$ cat src/logic/mcp_regs.vh
// Register map, field positions, reset values and address ranges of the code protection block
`ifndef MCP_REGS_VH
`define MCP_REGS_VH

// APB register byte offsets
`define MCP_OFF_PWR_STATUS   12'h000
`define MCP_OFF_CFG_STATUS   12'h004
`define MCP_OFF_INT_STATUS   12'h008
`define MCP_OFF_INT_MASK     12'h00c

// power_reset_status_one fields
`define MCP_PWR_VBAT_BIT     0
`define MCP_PWR_MEMORY_VIOLATION_FLAG_N_BIT     1
`define MCP_PWR_WIDTH        2
`define MCP_PWR_RST          2'b11

// Latched configuration status fields
`define MCP_CFG_PROG_BIT     0
`define MCP_CFG_EEP_BIT      1
`define MCP_CFG_APP_BIT      2
`define MCP_CFG_SAF_BIT      3
`define MCP_CFG_BOOT_BIT     4
`define MCP_CFG_CONF_BIT     5

// Interrupt status and mask fields
`define MCP_INT_EXT_REFUSED  0
`define MCP_INT_CPU_BLOCKED  1
`define MCP_INT_MEMORY_VIOLATION_FLAG_N         2
`define MCP_INT_VBAT_BOR     3
`define MCP_INT_WIDTH        4
`define MCP_INT_MASK_RST     4'h0

// Program memory regions
`define MCP_BOOT_FIRST       16'h0000
`define MCP_BOOT_LAST        16'h07ff
`define MCP_SAF_FIRST        16'h1f80
`define MCP_SAF_LAST         16'h1fff
`define MCP_UID_FIRST        16'h8000
`define MCP_UID_LAST         16'h8003
`define MCP_CONF_FIRST       16'h8007
`define MCP_CONF_LAST        16'h800b

// Memory spaces
`define MCP_SPACE_PROG       1'b0
`define MCP_SPACE_EEP        1'b1

`endif
$ cat src/logic/mcp_code_protect.v
// Code protection gate between external programmer, CPU and the program flash / data EEPROM
`timescale 1ns/1ns
`include "mcp_regs.vh"

module mcp_code_protect
(
  input  wire        clk_sys,
  input  wire        rst,
  // Power-on reset cause, valid while rst is high
  input  wire        por_rst,
  // Reset cause pulses from the reset controller
  input  wire        mem_viol_rst,
  input  wire        vbat_bor_rst,
  // Configuration word bits from configuration memory
  input  wire        prog_mem_protect_n,
  input  wire        eeprom_protect_n,
  input  wire        app_region_write_guard,
  input  wire        storage_area_write_guard,
  input  wire        boot_region_write_guard,
  input  wire        config_region_write_guard,
  // APB slave
  input  wire        psel,
  input  wire        penable,
  input  wire        pwrite,
  input  wire [11:0] paddr,
  input  wire [31:0] pwdata,
  output reg  [31:0] prdata,
  output reg         pready,
  output reg         pslverr,
  output reg         irq,
  // External programmer port (pins, four-phase handshake)
  input  wire        ext_req,
  input  wire        ext_we,
  input  wire        ext_space,
  input  wire [15:0] ext_addr,
  input  wire [13:0] ext_wdata,
  output reg  [13:0] ext_rdata,
  output reg         ext_ack,
  output reg         ext_refused,
  // CPU port
  input  wire        cpu_req,
  input  wire        cpu_we,
  input  wire        cpu_space,
  input  wire [15:0] cpu_addr,
  input  wire [13:0] cpu_wdata,
  output reg  [13:0] cpu_rdata,
  output reg         cpu_ack,
  output reg         cpu_wr_blocked,
  // Memory array port
  output reg         mem_req,
  output reg         mem_we,
  output reg         mem_space,
  output reg  [15:0] mem_addr,
  output reg  [13:0] mem_wdata,
  input  wire [13:0] mem_rdata,
  input  wire        mem_ack
);

  localparam [3:0] S_IDLE = 4'b0001;
  localparam [3:0] S_WAIT = 4'b0010;
  localparam [3:0] S_DONE = 4'b0100;
  localparam [3:0] S_REL  = 4'b1000;

  // True when a program address lies inside [lo, hi]
  function in_range;
    input [15:0] a;
    input [15:0] lo;
    input [15:0] hi;
    begin
      in_range = (a >= lo) && (a <= hi);
    end
  endfunction

  //////////////////////////////////////////////////////////////////////////////
  // State
  reg  [3:0]  state_q;
  reg  [3:0]  state_d;
  reg         owner_ext_q;
  reg  [5:0]  cfg_q;
  reg  [1:0]  pwr_q;
  reg  [3:0]  int_stat_q;
  reg  [3:0]  int_mask_q;
  reg  [13:0] uid_mem [0:3];
  reg  [1:0]  ext_req_m;
  reg         ext_req_s;
  reg  [33:0] ext_bus_m;
  reg  [33:0] ext_bus_s;

  wire        ext_req_sync = ext_req_s;
  wire        ext_we_s     = ext_bus_s[33];
  wire        ext_space_s  = ext_bus_s[32];
  wire [15:0] ext_addr_s   = ext_bus_s[31:16];
  wire [13:0] ext_wdata_s  = ext_bus_s[13:0];

  //////////////////////////////////////////////////////////////////////////////
  // Two-stage synchronisers for the programmer pins
  always @(posedge clk_sys)
  begin
    if (rst)
    begin
      ext_req_m <= 2'b00;
      ext_req_s <= 1'b0;
      ext_bus_m <= 34'h0;
      ext_bus_s <= 34'h0;
    end
    else
    begin
      ext_req_m <= {ext_req_m[0], ext_req};
      // Extra stage keeps the request one cycle behind the settled bus
      ext_req_s <= ext_req_m[1];
      ext_bus_m <= {ext_we, ext_space, ext_addr, 2'b00, ext_wdata};
      ext_bus_s <= ext_bus_m;
    end
  end

  //////////////////////////////////////////////////////////////////////////////
  // Request decode and permission check
  reg         sel_ext;
  reg         sel_we;
  reg         sel_space;
  reg  [15:0] sel_addr;
  reg  [13:0] sel_wdata;
  reg         sel_uid;
  reg         refuse;
  reg         guard_hit;

  always @*
  begin
    sel_ext   = ~cpu_req & ext_req_sync;
    sel_we    = sel_ext ? ext_we_s    : cpu_we;
    sel_space = sel_ext ? ext_space_s : cpu_space;
    sel_addr  = sel_ext ? ext_addr_s  : cpu_addr;
    sel_wdata = sel_ext ? ext_wdata_s : cpu_wdata;
    sel_uid   = (sel_space == `MCP_SPACE_PROG) && in_range(sel_addr, `MCP_UID_FIRST, `MCP_UID_LAST);
    // Region guards only look at program space self-writes
    guard_hit = 1'b0;
    if (sel_space == `MCP_SPACE_PROG)
    begin
      if (in_range(sel_addr, `MCP_BOOT_FIRST, `MCP_BOOT_LAST))
        guard_hit = cfg_q[`MCP_CFG_BOOT_BIT];
      else if (in_range(sel_addr, `MCP_SAF_FIRST, `MCP_SAF_LAST))
        guard_hit = cfg_q[`MCP_CFG_SAF_BIT];
      else if (in_range(sel_addr, `MCP_CONF_FIRST, `MCP_CONF_LAST))
        guard_hit = cfg_q[`MCP_CFG_CONF_BIT];
      else if (sel_addr < `MCP_UID_FIRST)
        guard_hit = cfg_q[`MCP_CFG_APP_BIT];
    end
    if (sel_ext)
      // Separate protect bit per memory space
      refuse = (sel_space == `MCP_SPACE_PROG) ? ~cfg_q[`MCP_CFG_PROG_BIT]
                                              : ~cfg_q[`MCP_CFG_EEP_BIT];
    else
      // CPU reads always pass; EEPROM always writable; user IDs always writable
      refuse = sel_we & ~sel_uid & guard_hit;
  end

  //////////////////////////////////////////////////////////////////////////////
  // Next-state logic
  always @*
  begin
    case (state_q)
      S_IDLE:
      begin
        if ((cpu_req || ext_req_sync) && (refuse || sel_uid))
          state_d = sel_ext ? S_REL : S_DONE;
        else if (cpu_req || ext_req_sync)
          state_d = S_WAIT;
        else
          state_d = S_IDLE;
      end
      S_WAIT:
      begin
        if (mem_ack)
          state_d = owner_ext_q ? S_REL : S_DONE;
        else
          state_d = S_WAIT;
      end
      S_DONE:
        state_d = S_IDLE;
      S_REL:
        state_d = ext_req_sync ? S_REL : S_IDLE;
      default:
        state_d = S_IDLE;
    endcase
  end

  //////////////////////////////////////////////////////////////////////////////
  // Access engine and user ID words
  always @(posedge clk_sys)
  begin
    if (rst)
    begin
      state_q        <= S_IDLE;
      owner_ext_q    <= 1'b0;
      mem_req        <= 1'b0;
      mem_we         <= 1'b0;
      mem_space      <= 1'b0;
      mem_addr       <= 16'h0000;
      mem_wdata      <= 14'h0000;
      cpu_rdata      <= 14'h0000;
      cpu_ack        <= 1'b0;
      cpu_wr_blocked <= 1'b0;
      ext_rdata      <= 14'h0000;
      ext_ack        <= 1'b0;
      ext_refused    <= 1'b0;
    end
    else
    begin
      state_q <= state_d;
      mem_req <= 1'b0;
      cpu_ack <= 1'b0;
      if (state_q == S_IDLE && (cpu_req || ext_req_sync))
      begin
        owner_ext_q <= sel_ext;
        if (refuse)
        begin
          // Refused access: no memory cycle, read data forced to zero
          if (sel_ext)
          begin
            ext_rdata   <= 14'h0000;
            ext_refused <= 1'b1;
            ext_ack     <= 1'b1;
          end
          else
          begin
            cpu_rdata      <= 14'h0000;
            cpu_wr_blocked <= 1'b1;
            cpu_ack        <= 1'b1;
          end
        end
        else if (sel_uid)
        begin
          if (sel_we)
            uid_mem[sel_addr[1:0]] <= sel_wdata;
          if (sel_ext)
          begin
            ext_rdata   <= uid_mem[sel_addr[1:0]];
            ext_refused <= 1'b0;
            ext_ack     <= 1'b1;
          end
          else
          begin
            cpu_rdata      <= uid_mem[sel_addr[1:0]];
            cpu_wr_blocked <= 1'b0;
            cpu_ack        <= 1'b1;
          end
        end
        else
        begin
          mem_req   <= 1'b1;
          mem_we    <= sel_we;
          mem_space <= sel_space;
          mem_addr  <= sel_addr;
          mem_wdata <= sel_wdata;
        end
      end
      else if (state_q == S_WAIT && mem_ack)
      begin
        if (owner_ext_q)
        begin
          ext_rdata   <= mem_rdata;
          ext_refused <= 1'b0;
          ext_ack     <= 1'b1;
        end
        else
        begin
          cpu_rdata      <= mem_rdata;
          cpu_wr_blocked <= 1'b0;
          cpu_ack        <= 1'b1;
        end
      end
      else if (state_q == S_REL && !ext_req_sync)
        ext_ack <= 1'b0;
    end
  end

  //////////////////////////////////////////////////////////////////////////////
  // Configuration capture, held until the next reset
  always @(posedge clk_sys)
  begin
    if (rst)
      cfg_q <= {config_region_write_guard, boot_region_write_guard,
                storage_area_write_guard, app_region_write_guard,
                eeprom_protect_n, prog_mem_protect_n};
  end

  //////////////////////////////////////////////////////////////////////////////
  // APB access strobes
  wire       apb_acc  = psel & penable;
  wire       apb_wr   = apb_acc & pready & pwrite;
  wire [3:0] int_ev   = {~pwr_q[`MCP_PWR_VBAT_BIT] ? 1'b0 : vbat_bor_rst,
                         ~pwr_q[`MCP_PWR_MEMORY_VIOLATION_FLAG_N_BIT] ? 1'b0 : mem_viol_rst,
                         (state_q == S_IDLE) & (cpu_req | ext_req_sync) & refuse & ~sel_ext,
                         (state_q == S_IDLE) & ext_req_sync & ~cpu_req & refuse};

  //////////////////////////////////////////////////////////////////////////////
  // power_reset_status_one: hardware clear wins over a firmware write
  always @(posedge clk_sys)
  begin
    if (rst)
    begin
      if (por_rst)
        pwr_q <= `MCP_PWR_RST;
    end
    else
    begin
      if (mem_viol_rst)
        pwr_q[`MCP_PWR_MEMORY_VIOLATION_FLAG_N_BIT] <= 1'b0;
      else if (apb_wr && paddr == `MCP_OFF_PWR_STATUS)
        pwr_q[`MCP_PWR_MEMORY_VIOLATION_FLAG_N_BIT] <= pwdata[`MCP_PWR_MEMORY_VIOLATION_FLAG_N_BIT];
      if (vbat_bor_rst)
        pwr_q[`MCP_PWR_VBAT_BIT] <= 1'b0;
      else if (apb_wr && paddr == `MCP_OFF_PWR_STATUS)
        pwr_q[`MCP_PWR_VBAT_BIT] <= pwdata[`MCP_PWR_VBAT_BIT];
    end
  end

  //////////////////////////////////////////////////////////////////////////////
  // Interrupt status (write one to clear, set wins) and mask
  always @(posedge clk_sys)
  begin
    if (rst)
    begin
      int_stat_q <= 4'h0;
      int_mask_q <= `MCP_INT_MASK_RST;
      irq        <= 1'b0;
    end
    else
    begin
      if (apb_wr && paddr == `MCP_OFF_INT_STATUS)
        int_stat_q <= (int_stat_q & ~pwdata[3:0]) | int_ev;
      else
        int_stat_q <= int_stat_q | int_ev;
      if (apb_wr && paddr == `MCP_OFF_INT_MASK)
        int_mask_q <= pwdata[3:0];
      irq <= |(int_stat_q & int_mask_q);
    end
  end

  //////////////////////////////////////////////////////////////////////////////
  // APB answer: one wait state, ready on the second access cycle
  reg [31:0] rd_mux;
  reg        rd_bad;

  always @*
  begin
    rd_bad = 1'b0;
    case (paddr)
      `MCP_OFF_PWR_STATUS: rd_mux = {30'h0, pwr_q};
      `MCP_OFF_CFG_STATUS: rd_mux = {26'h0, cfg_q};
      `MCP_OFF_INT_STATUS: rd_mux = {28'h0, int_stat_q};
      `MCP_OFF_INT_MASK:   rd_mux = {28'h0, int_mask_q};
      default:
      begin
        rd_mux = 32'h0;
        rd_bad = 1'b1;
      end
    endcase
  end

  always @(posedge clk_sys)
  begin
    if (rst)
    begin
      pready  <= 1'b0;
      pslverr <= 1'b0;
      prdata  <= 32'h0;
    end
    else
    begin
      pready  <= apb_acc & ~pready;
      pslverr <= apb_acc & ~pready & (rd_bad | (pwrite && paddr == `MCP_OFF_CFG_STATUS));
      prdata  <= (apb_acc & ~pready & ~pwrite) ? rd_mux : 32'h0;
    end
  end

endmodule

$ cat config.mk
export PLATFORM = sky130hd
export DESIGN_NAME = mcp_code_protect
export DESIGN_NICKNAME = d
export VERILOG_FILES = /design/src/logic/mcp_code_protect.v
export VERILOG_INCLUDE_DIRS = /design/src /design/src/logic
export SDC_FILE = /design/constraint.sdc
export NUM_CORES = 1
export LEC_CHECK = 0
export BUFFER_PORTS_ARGS = -buffer_cell sky130_fd_sc_hd__buf_2
export CAP_MARGIN = 20
export CORE_ASPECT_RATIO = 1.75
export CORE_MARGIN = 8
export CORE_UTILIZATION = 55
export CTS_BUF_LIST = sky130_fd_sc_hd__clkbuf_2 sky130_fd_sc_hd__clkbuf_4 sky130_fd_sc_hd__clkbuf_8
export DETAILED_ROUTE_END_ITERATION = 8
export MAX_ROUTING_LAYER = met4
export PLACE_DENSITY = 0.84
export SYNTH_ARGS = -nofsm -noshare
export SYNTH_HDL_FRONTEND = slang
export SYNTH_SLANG_ARGS = --single-unit
$ cat constraint.sdc
create_clock -name clk_sys -period 6.35 [get_ports clk_sys]
set_input_delay 0.9525 -clock clk_sys [delete_from_list [all_inputs] [get_ports clk_sys]]
set_output_delay 0.9525 -clock clk_sys [all_outputs]
set_load 0.01 [all_outputs]
==> results of run 1 <==
-- power by group through the flow --
stage                     Sequential (mW)  Combinational, mW  Clock, mW
final                                1.55              0.431       1.04
after global routing                 1.56              0.473       1.12
after CTS                            1.55              0.431       1.06
after detailed placement             1.58              0.429          0
after global placement               1.58              0.421          0
after floorplan                      1.60              0.278          0
-- cells by family (layout without fill, tap and decap cells) --
family                 count (synthesis)  count (layout)  share of synthesized area (%)
XOR/XNOR                               1               1                        0.09976
AND/OR/NAND/NOR                      321             321                          18.04
AO/OA/AOI/OAI                        112             112                          10.66
other                                  1              29                        0.04271
multiplexers                          58              58                          9.062
flip-flops                           218             218                          57.00
buffers and inverters                 80             252                          5.101
-- routing by layer --
metal	vias up	track usage, %	routed length (um)
met4	0	10.24	803
met1	2971	20.77	7916
met2	212	34.49	10480
met3	59	3.392	895
li1	3109	-	-
met5	-	-	0
-- state kept, by name (all words and copies together), names as in the netlist, 6 cells and up --
signal and flops:
uid_mem 56, mem_wdata 14, ext_bus_s 32, ext_rdata 14, mem_addr 16, prdata 6
cfg_q 6, ext_bus_m 32, cpu_rdata 14
-- critical path, delay by kind of cell --
kind / cells / cell delay, ps
simple gates: 5 / 2110
compound gates: 1 / 310
buf+inv: 2 / 480
mux: 1 / 430
-- path summary, 6_finish.rpt --
| kind | to | slack (ps) | depth (start not counted) |
|---|---|---|---|
| worst min-delay path | ext_bus_s[8]$_SDFF_PP0_ | 430 | 1 |
| worst min register to register | ext_bus_s[8]$_SDFF_PP0_ | 430 | 1 |
| worst max-delay path | uid_mem[1][9]$_DFFE_PP_ | 2300 | 9 |
| worst max register to register | uid_mem[1][9]$_DFFE_PP_ | 2430 | 8 |
-- cell usage after synthesis (4+ instances only) --
| cell | instances |
|---|---|
| a32o_1 | 14 |
| a21oi_1 | 11 |
| mux2i_1 | 37 |
| buf_4 | 31 |
| nand2b_1 | 21 |
| inv_1 | 7 |
| buf_2 | 7 |
| a22oi_1 | 6 |
| edfxtp_1 | 64 |
| clkbuf_1 | 30 |
| a211oi_1 | 8 |
| nand4b_1 | 4 |
| o21bai_1 | 14 |
| o2bb2ai_1 | 14 |
| nor2b_1 | 71 |
| dfxtp_1 | 154 |
| mux4_2 | 15 |
| nand2_1 | 88 |
| nor2_1 | 87 |
| nor3_1 | 9 |
| nand3_1 | 18 |
| a311oi_1 | 12 |
-- cell type report --
type / instances / area, um^2
fillers: 1242 / 5510
inverters: 7 / 26.28
flip-flops and latches: 218 / 5005
clock inverters: 8 / 40.04
well taps: 189 / 236.5
clock buffers: 42 / 540.5
diodes: 3 / 7.507
multi-input cells: 518 / 3427
repair buffers: 195 / 1006
-- cells in the final DEF (no fill, tap or decap), drive strengths merged, types with 3 or more instances in the layout --
master / Yosys / routed
nor4: 3 / 3
buf: 43 / 195
diode: 0 / 3
edfxtp: 64 / 64
a21o: 3 / 3
a31oi: 4 / 4
o21ai: 6 / 6
o2bb2ai: 14 / 14
nand4b: 4 / 4
clkinv: 0 / 8
nand3: 18 / 18
a22oi: 6 / 6
and2: 3 / 3
a21oi: 12 / 12
nand2b: 21 / 21
a31o: 3 / 3
nand2: 88 / 88
nor2b: 71 / 71
nor3: 10 / 10
mux2i: 39 / 39
a211oi: 8 / 8
o41ai: 4 / 4
nor2: 87 / 87
or3: 3 / 3
and3: 3 / 3
dfxtp: 154 / 154
mux4: 16 / 16
a311oi: 12 / 12
inv: 7 / 7
mux2: 3 / 3
o211ai: 3 / 3
clkbuf: 30 / 42
conb: 1 / 26
o21bai: 14 / 14
a32o: 14 / 14
==> results.yml, run 1 <==
timing:
  drv_slew: 0
  hold_viol: 0
  worst_slack_ps: 2300
  holdWs_ps: 427.7
  tightest_slew_ps: 1057
  clock.fmax_mhz: 246.9
  setup_tns_ps: 0
  relSlewSlack_pct: 29.28
  fin_crit_ps: 4050
  rsz0062_at_grt: "no"
  finalSetupViolations: 0
  period_share_pct: 63.78
  worst_clock_skew_ps: 18.70
grt:
  grt_pass1_wl_um: 31830
  first_global_vias: 6498
  antenna_found_initial: 3
  grt_max_degree: 89
  grt_usage_pct: 19.64
  globalRoute.totalOverflow: 0
critical_path:
  crit_path_top_delay_cell: "nand2b_2"
  crit_path_max_fanout: 41
  reg2reg_from: "ext_req_s$_SDFF_PP0_"
  required_ps: 6580
  cpPeakStageDelay_ps: 740
  cp-end-kind: "flop"
  startpoint: "cpu_req"
  setup.worst_path.class: "primary input to flop"
  cp.arrival_ps: 4290
  path_cells: "buf_2, nand2b_2, mux2i_2, o2111a_1, nand3_1, nor4b_1, nand2b_1, nor2_1, buf_4"
  startpoint_type: "primary input"
detailed_routing:
  drt-initial-drc-count: 343
  drc: 0
  dr.pass1.iters: 5
  wl_per_cell_um: 17.03
  wirelength_um: 20100
  vias_per_cell: 5.382
  ant_nets: 0
  vias: 6351
finish:
  finalInstanceArea_um2: 10290
  final_core_utilization_pct: 65.12
  stdcell_count: 1180
  final_nets: 1108
  areaGrowthSynthToFinish_pct: 17.17
  drive_above_1_share_pct: 28.34
floorplanning:
  io_pins: 239
  dieArea_um2: 20420
  core-area_um2: 15800
  fp-row-count: 61
  start_util_pct: 55.58
  die_w_um: 111.5
  die_h_um: 183.2
power:
  ir_drop_mv: 0.1808
  power.density_nw_per_um2: 293.0
  power_mw: 3.015
  comb_power_share_pct: 14.3
  p_switching_mw: 0.7769
  p_sw_share_pct: 25.77
  seqPwrFrac_pct: 51.4
  power.internal_mw: 2.238
  p_leak_nw: 4.440
  pwr-share-clk_pct: 34.3
clock_network:
  cts_max_path_buffers: 3
  cts_buffers: 29
  ctsHoldBuffers: 0
  htreeDepth: 1
  path_clk_slew_ps: 70
  cts_sinks: 218
  clock_latency_ps: 540
  cts_tree: "yes"
  post_cts_buffers: 0
  cts_root_buffer: "clkbuf_8"
  ctsResizeCount: 0
synth:
  syn_avg_cell_area_um2: 11.10
  synth_top_area_share_pct: 35.11
  synth-edff-count: 64
  ys_seq_elements: 218
  synth_cell_types: 60
  syn_area_um2: 8781
  synthArstFlopShare_pct: 0
  netlist_top_cells_area: "dfxtp_1 35%, edfxtp_1 22%, nor2b_1 5.1%, mux2i_1 4.2%, mux4_2 3.8%"
  yosys_warnings: 0
  postSynthCellCount: 791
  ys_seq_area_share_pct: 57.00
  yosys.area.top_type: "dfxtp_1"
  synth_top_flop_cell: "dfxtp_1"
min_path:
  hp-start: "ext_bus_m[8]$_SDFF_PP0_"
  hp-class: "flop to flop"
placed_design:
  place_area_um2: 9701
  port_buffers: 184
  place.gp.congestion: 0.8800
  hpwl_um: 14820
  dp.cells: 1127
  place_ws_ps: 1728
run_status:
  status: "finished, final reports clean"
flow_run:
  cap_violations: 0
Note: power is estimated with default switching activity, not from simulation.
==> run 2: changes to the inputs <==
--- a/config.mk
+++ b/config.mk
@@ -10,11 +10,11 @@
 export CAP_MARGIN = 20
 export CORE_ASPECT_RATIO = 1.75
 export CORE_MARGIN = 8
-export CORE_UTILIZATION = 55
+export CORE_UTILIZATION = 54
 export CTS_BUF_LIST = sky130_fd_sc_hd__clkbuf_2 sky130_fd_sc_hd__clkbuf_4 sky130_fd_sc_hd__clkbuf_8
 export DETAILED_ROUTE_END_ITERATION = 8
 export MAX_ROUTING_LAYER = met4
-export PLACE_DENSITY = 0.84
+export PLACE_DENSITY = 0.83
 export SYNTH_ARGS = -nofsm -noshare
 export SYNTH_HDL_FRONTEND = slang
 export SYNTH_SLANG_ARGS = --single-unit
==> constraint.sdc (replaced) <==
create_clock -name clk_sys -period 3.95 [get_ports clk_sys]
set_input_delay 0.5925 -clock clk_sys [delete_from_list [all_inputs] [get_ports clk_sys]]
set_output_delay 0.5925 -clock clk_sys [all_outputs]
set_load 0.01 [all_outputs]
==> results.yml, run 2 (same netlist as run 1, synthesis figures left out) <==
power:
  ir_drop_mv: 0.2953
  p_leak_nw: 4.487
  power.density_nw_per_um2: 473.6
  power_mw: 4.916
min_path:
  hp-class: "primary input to flop"
  min_path_cells: 1
timing:
  tightest_slew_ps: 749.6
  period_share_pct: 82.52
  rsz0062_at_grt: "no"
  drv_slew: 0
  setup_tns_ps: 0
  fin_crit_ps: 3260
  hold_viol: 0
  worst_slack_ps: 690.5
  worst_clock_skew_ps: 15.89
  relSlewSlack_pct: 50.03
  clock.fmax_mhz: 306.8
  finalSetupViolations: 0
grt:
  antenna_found_initial: 1
  grt_max_degree: 111
  grt_usage_pct: 19.41
  first_global_vias: 6491
  globalRoute.totalOverflow: 0
  grt_pass1_wl_um: 31910
clock_network:
  cts_buffers: 29
  htreeDepth: 1
  cts_root_buffer: "clkbuf_8"
  cts_max_path_buffers: 3
  ctsHoldBuffers: 0
  cts_sinks: 218
  ctsResizeCount: 0
  path_clk_slew_ps: 70
  clock_latency_ps: 540
  cts_tree: "yes"
  post_cts_buffers: 0
detailed_routing:
  vias_per_cell: 5.397
  drt-initial-drc-count: 382
  wl_per_cell_um: 16.85
  wl_met3_um: 1244
  wl_met2_um: 10000
  ant_nets: 0
  drc: 0
  vias: 6395
  wirelength_um: 19970
  dr.pass1.iters: 5
  met1_length_um: 7974
  top_layer: "met4"
critical_path:
  rrSetupSlack_ps: 690
  startpoint_type: "flop"
  required_ps: 4350
  r2r_cells: 8
  setup.worst_path.class: "flop to flop"
  timing.critical_path.to: "cpu_rdata[11]$_SDFFE_PP0P_"
  reg2reg_to: "cpu_rdata[11]$_SDFFE_PP0P_"
  cp.arrival_ps: 3660
  crit_path_max_fanout: 20
  reg2reg_from: "ext_req_s$_SDFF_PP0_"
  startpoint: "ext_req_s$_SDFF_PP0_"
  cp-end-kind: "flop"
run_status:
  status: "finished, final reports clean"
finish:
  final_core_utilization_pct: 65.39
  largest_reg_flops: 56
  final_common_cell: "buf_2"
  layout_common_cells: "183 x buf_2, 154 x dfxtp_1, 88 x nand2_1, 86 x nor2_1, 71 x nor2b_1"
  areaGrowthSynthToFinish_pct: 18.22
  final_nets: 1115
  drive_above_1_share_pct: 28.84
  finalInstanceArea_um2: 10380
floorplanning:
  core-area_um2: 15880
  die_w_um: 112.4
  die_h_um: 184.7
  io_pins: 239
  start_util_pct: 55.31
  dieArea_um2: 20760
  fp-row-count: 61
placed_design:
  place.gp.congestion: 0.9296
  hpwl_um: 14480
  port_buffers: 184
  place_ws_ps: 422.0
  place_area_um2: 9758
flow_run:
  cap_violations: 0
-- run 2: changes by cell type in the layout (fill, tap and decap cells not counted) --
cell       delta
clkbuf_4      +8
clkinv_2      -7
buf_4         +5
clkbuf_8      -3
buf_12        +2
diode_2       -2
bufinv_16     +1
inv_4         +1
-- run 2: where the power goes --
group / total, mW / internal (mW) / switching, mW
clock network: 1.72 / 0.955 / 0.767
registers: 2.49 / 2.43 / 0.0643
logic: 0.703 / 0.308 / 0.395
total: 4.92 / 3.69 / 1.23
-- run 2: worst min path at each step --
stage / startpoint / to / slack [ps]
CTS: prog_mem_protect_n / cfg_q[0]$_DFFE_PP_ / 190
finish: app_region_write_guard / cfg_q[2]$_DFFE_PP_ / 230
global placement: ext_bus_m[12]$_SDFF_PP0_ / ext_bus_s[12]$_SDFF_PP0_ / 420
detailed placement: ext_bus_m[31]$_SDFF_PP0_ / ext_bus_s[31]$_SDFF_PP0_ / 420
global route: app_region_write_guard / cfg_q[2]$_DFFE_PP_ / 200
floorplan: ext_bus_m[0]$_SDFF_PP0_ / ext_bus_s[0]$_SDFF_PP0_ / 410
-- run 2: critical path, cell delays in order (launching register included) --
cell       delay, ps
dfxtp_1          530
and2b_1          670
nor3_1           210
o21a_1           230
o211ai_1         330
o21ai_4          130
and3_1           250
o21ai_2          600
o2bb2ai_1        150
-- run 2: final cells by class --
cell class                      instances  area (um^2)
Clock inverter                          3        41.29
Timing Repair Buffer                  202         1084
Sequential cell                       218         5005
Tap cell                              189        236.5
Clock buffer                           47        559.3
Antenna cell                            1        2.502
Inverter                                7        26.28
Fill cell                            1267         5494
Multi-Input combinational cell        518         3427
-- run 2: metrics by stage --
step,std cells,hold slack (ps)
after CTS,1183,191.2
after floorplan,816,413.8
after global routing,1185,196.9
after detailed placement,1133,421.2
final,1185,227.7
after global placement,1133,416.3
-- run 2: per-layer routing --
metal / GRT usage, % / vias to the layer above
met2: 33.36 / 252
met4: 9.283 / 0
met1: 21.06 / 2971
met3: 3.997 / 54
met5: - / -
li1: - / 3118
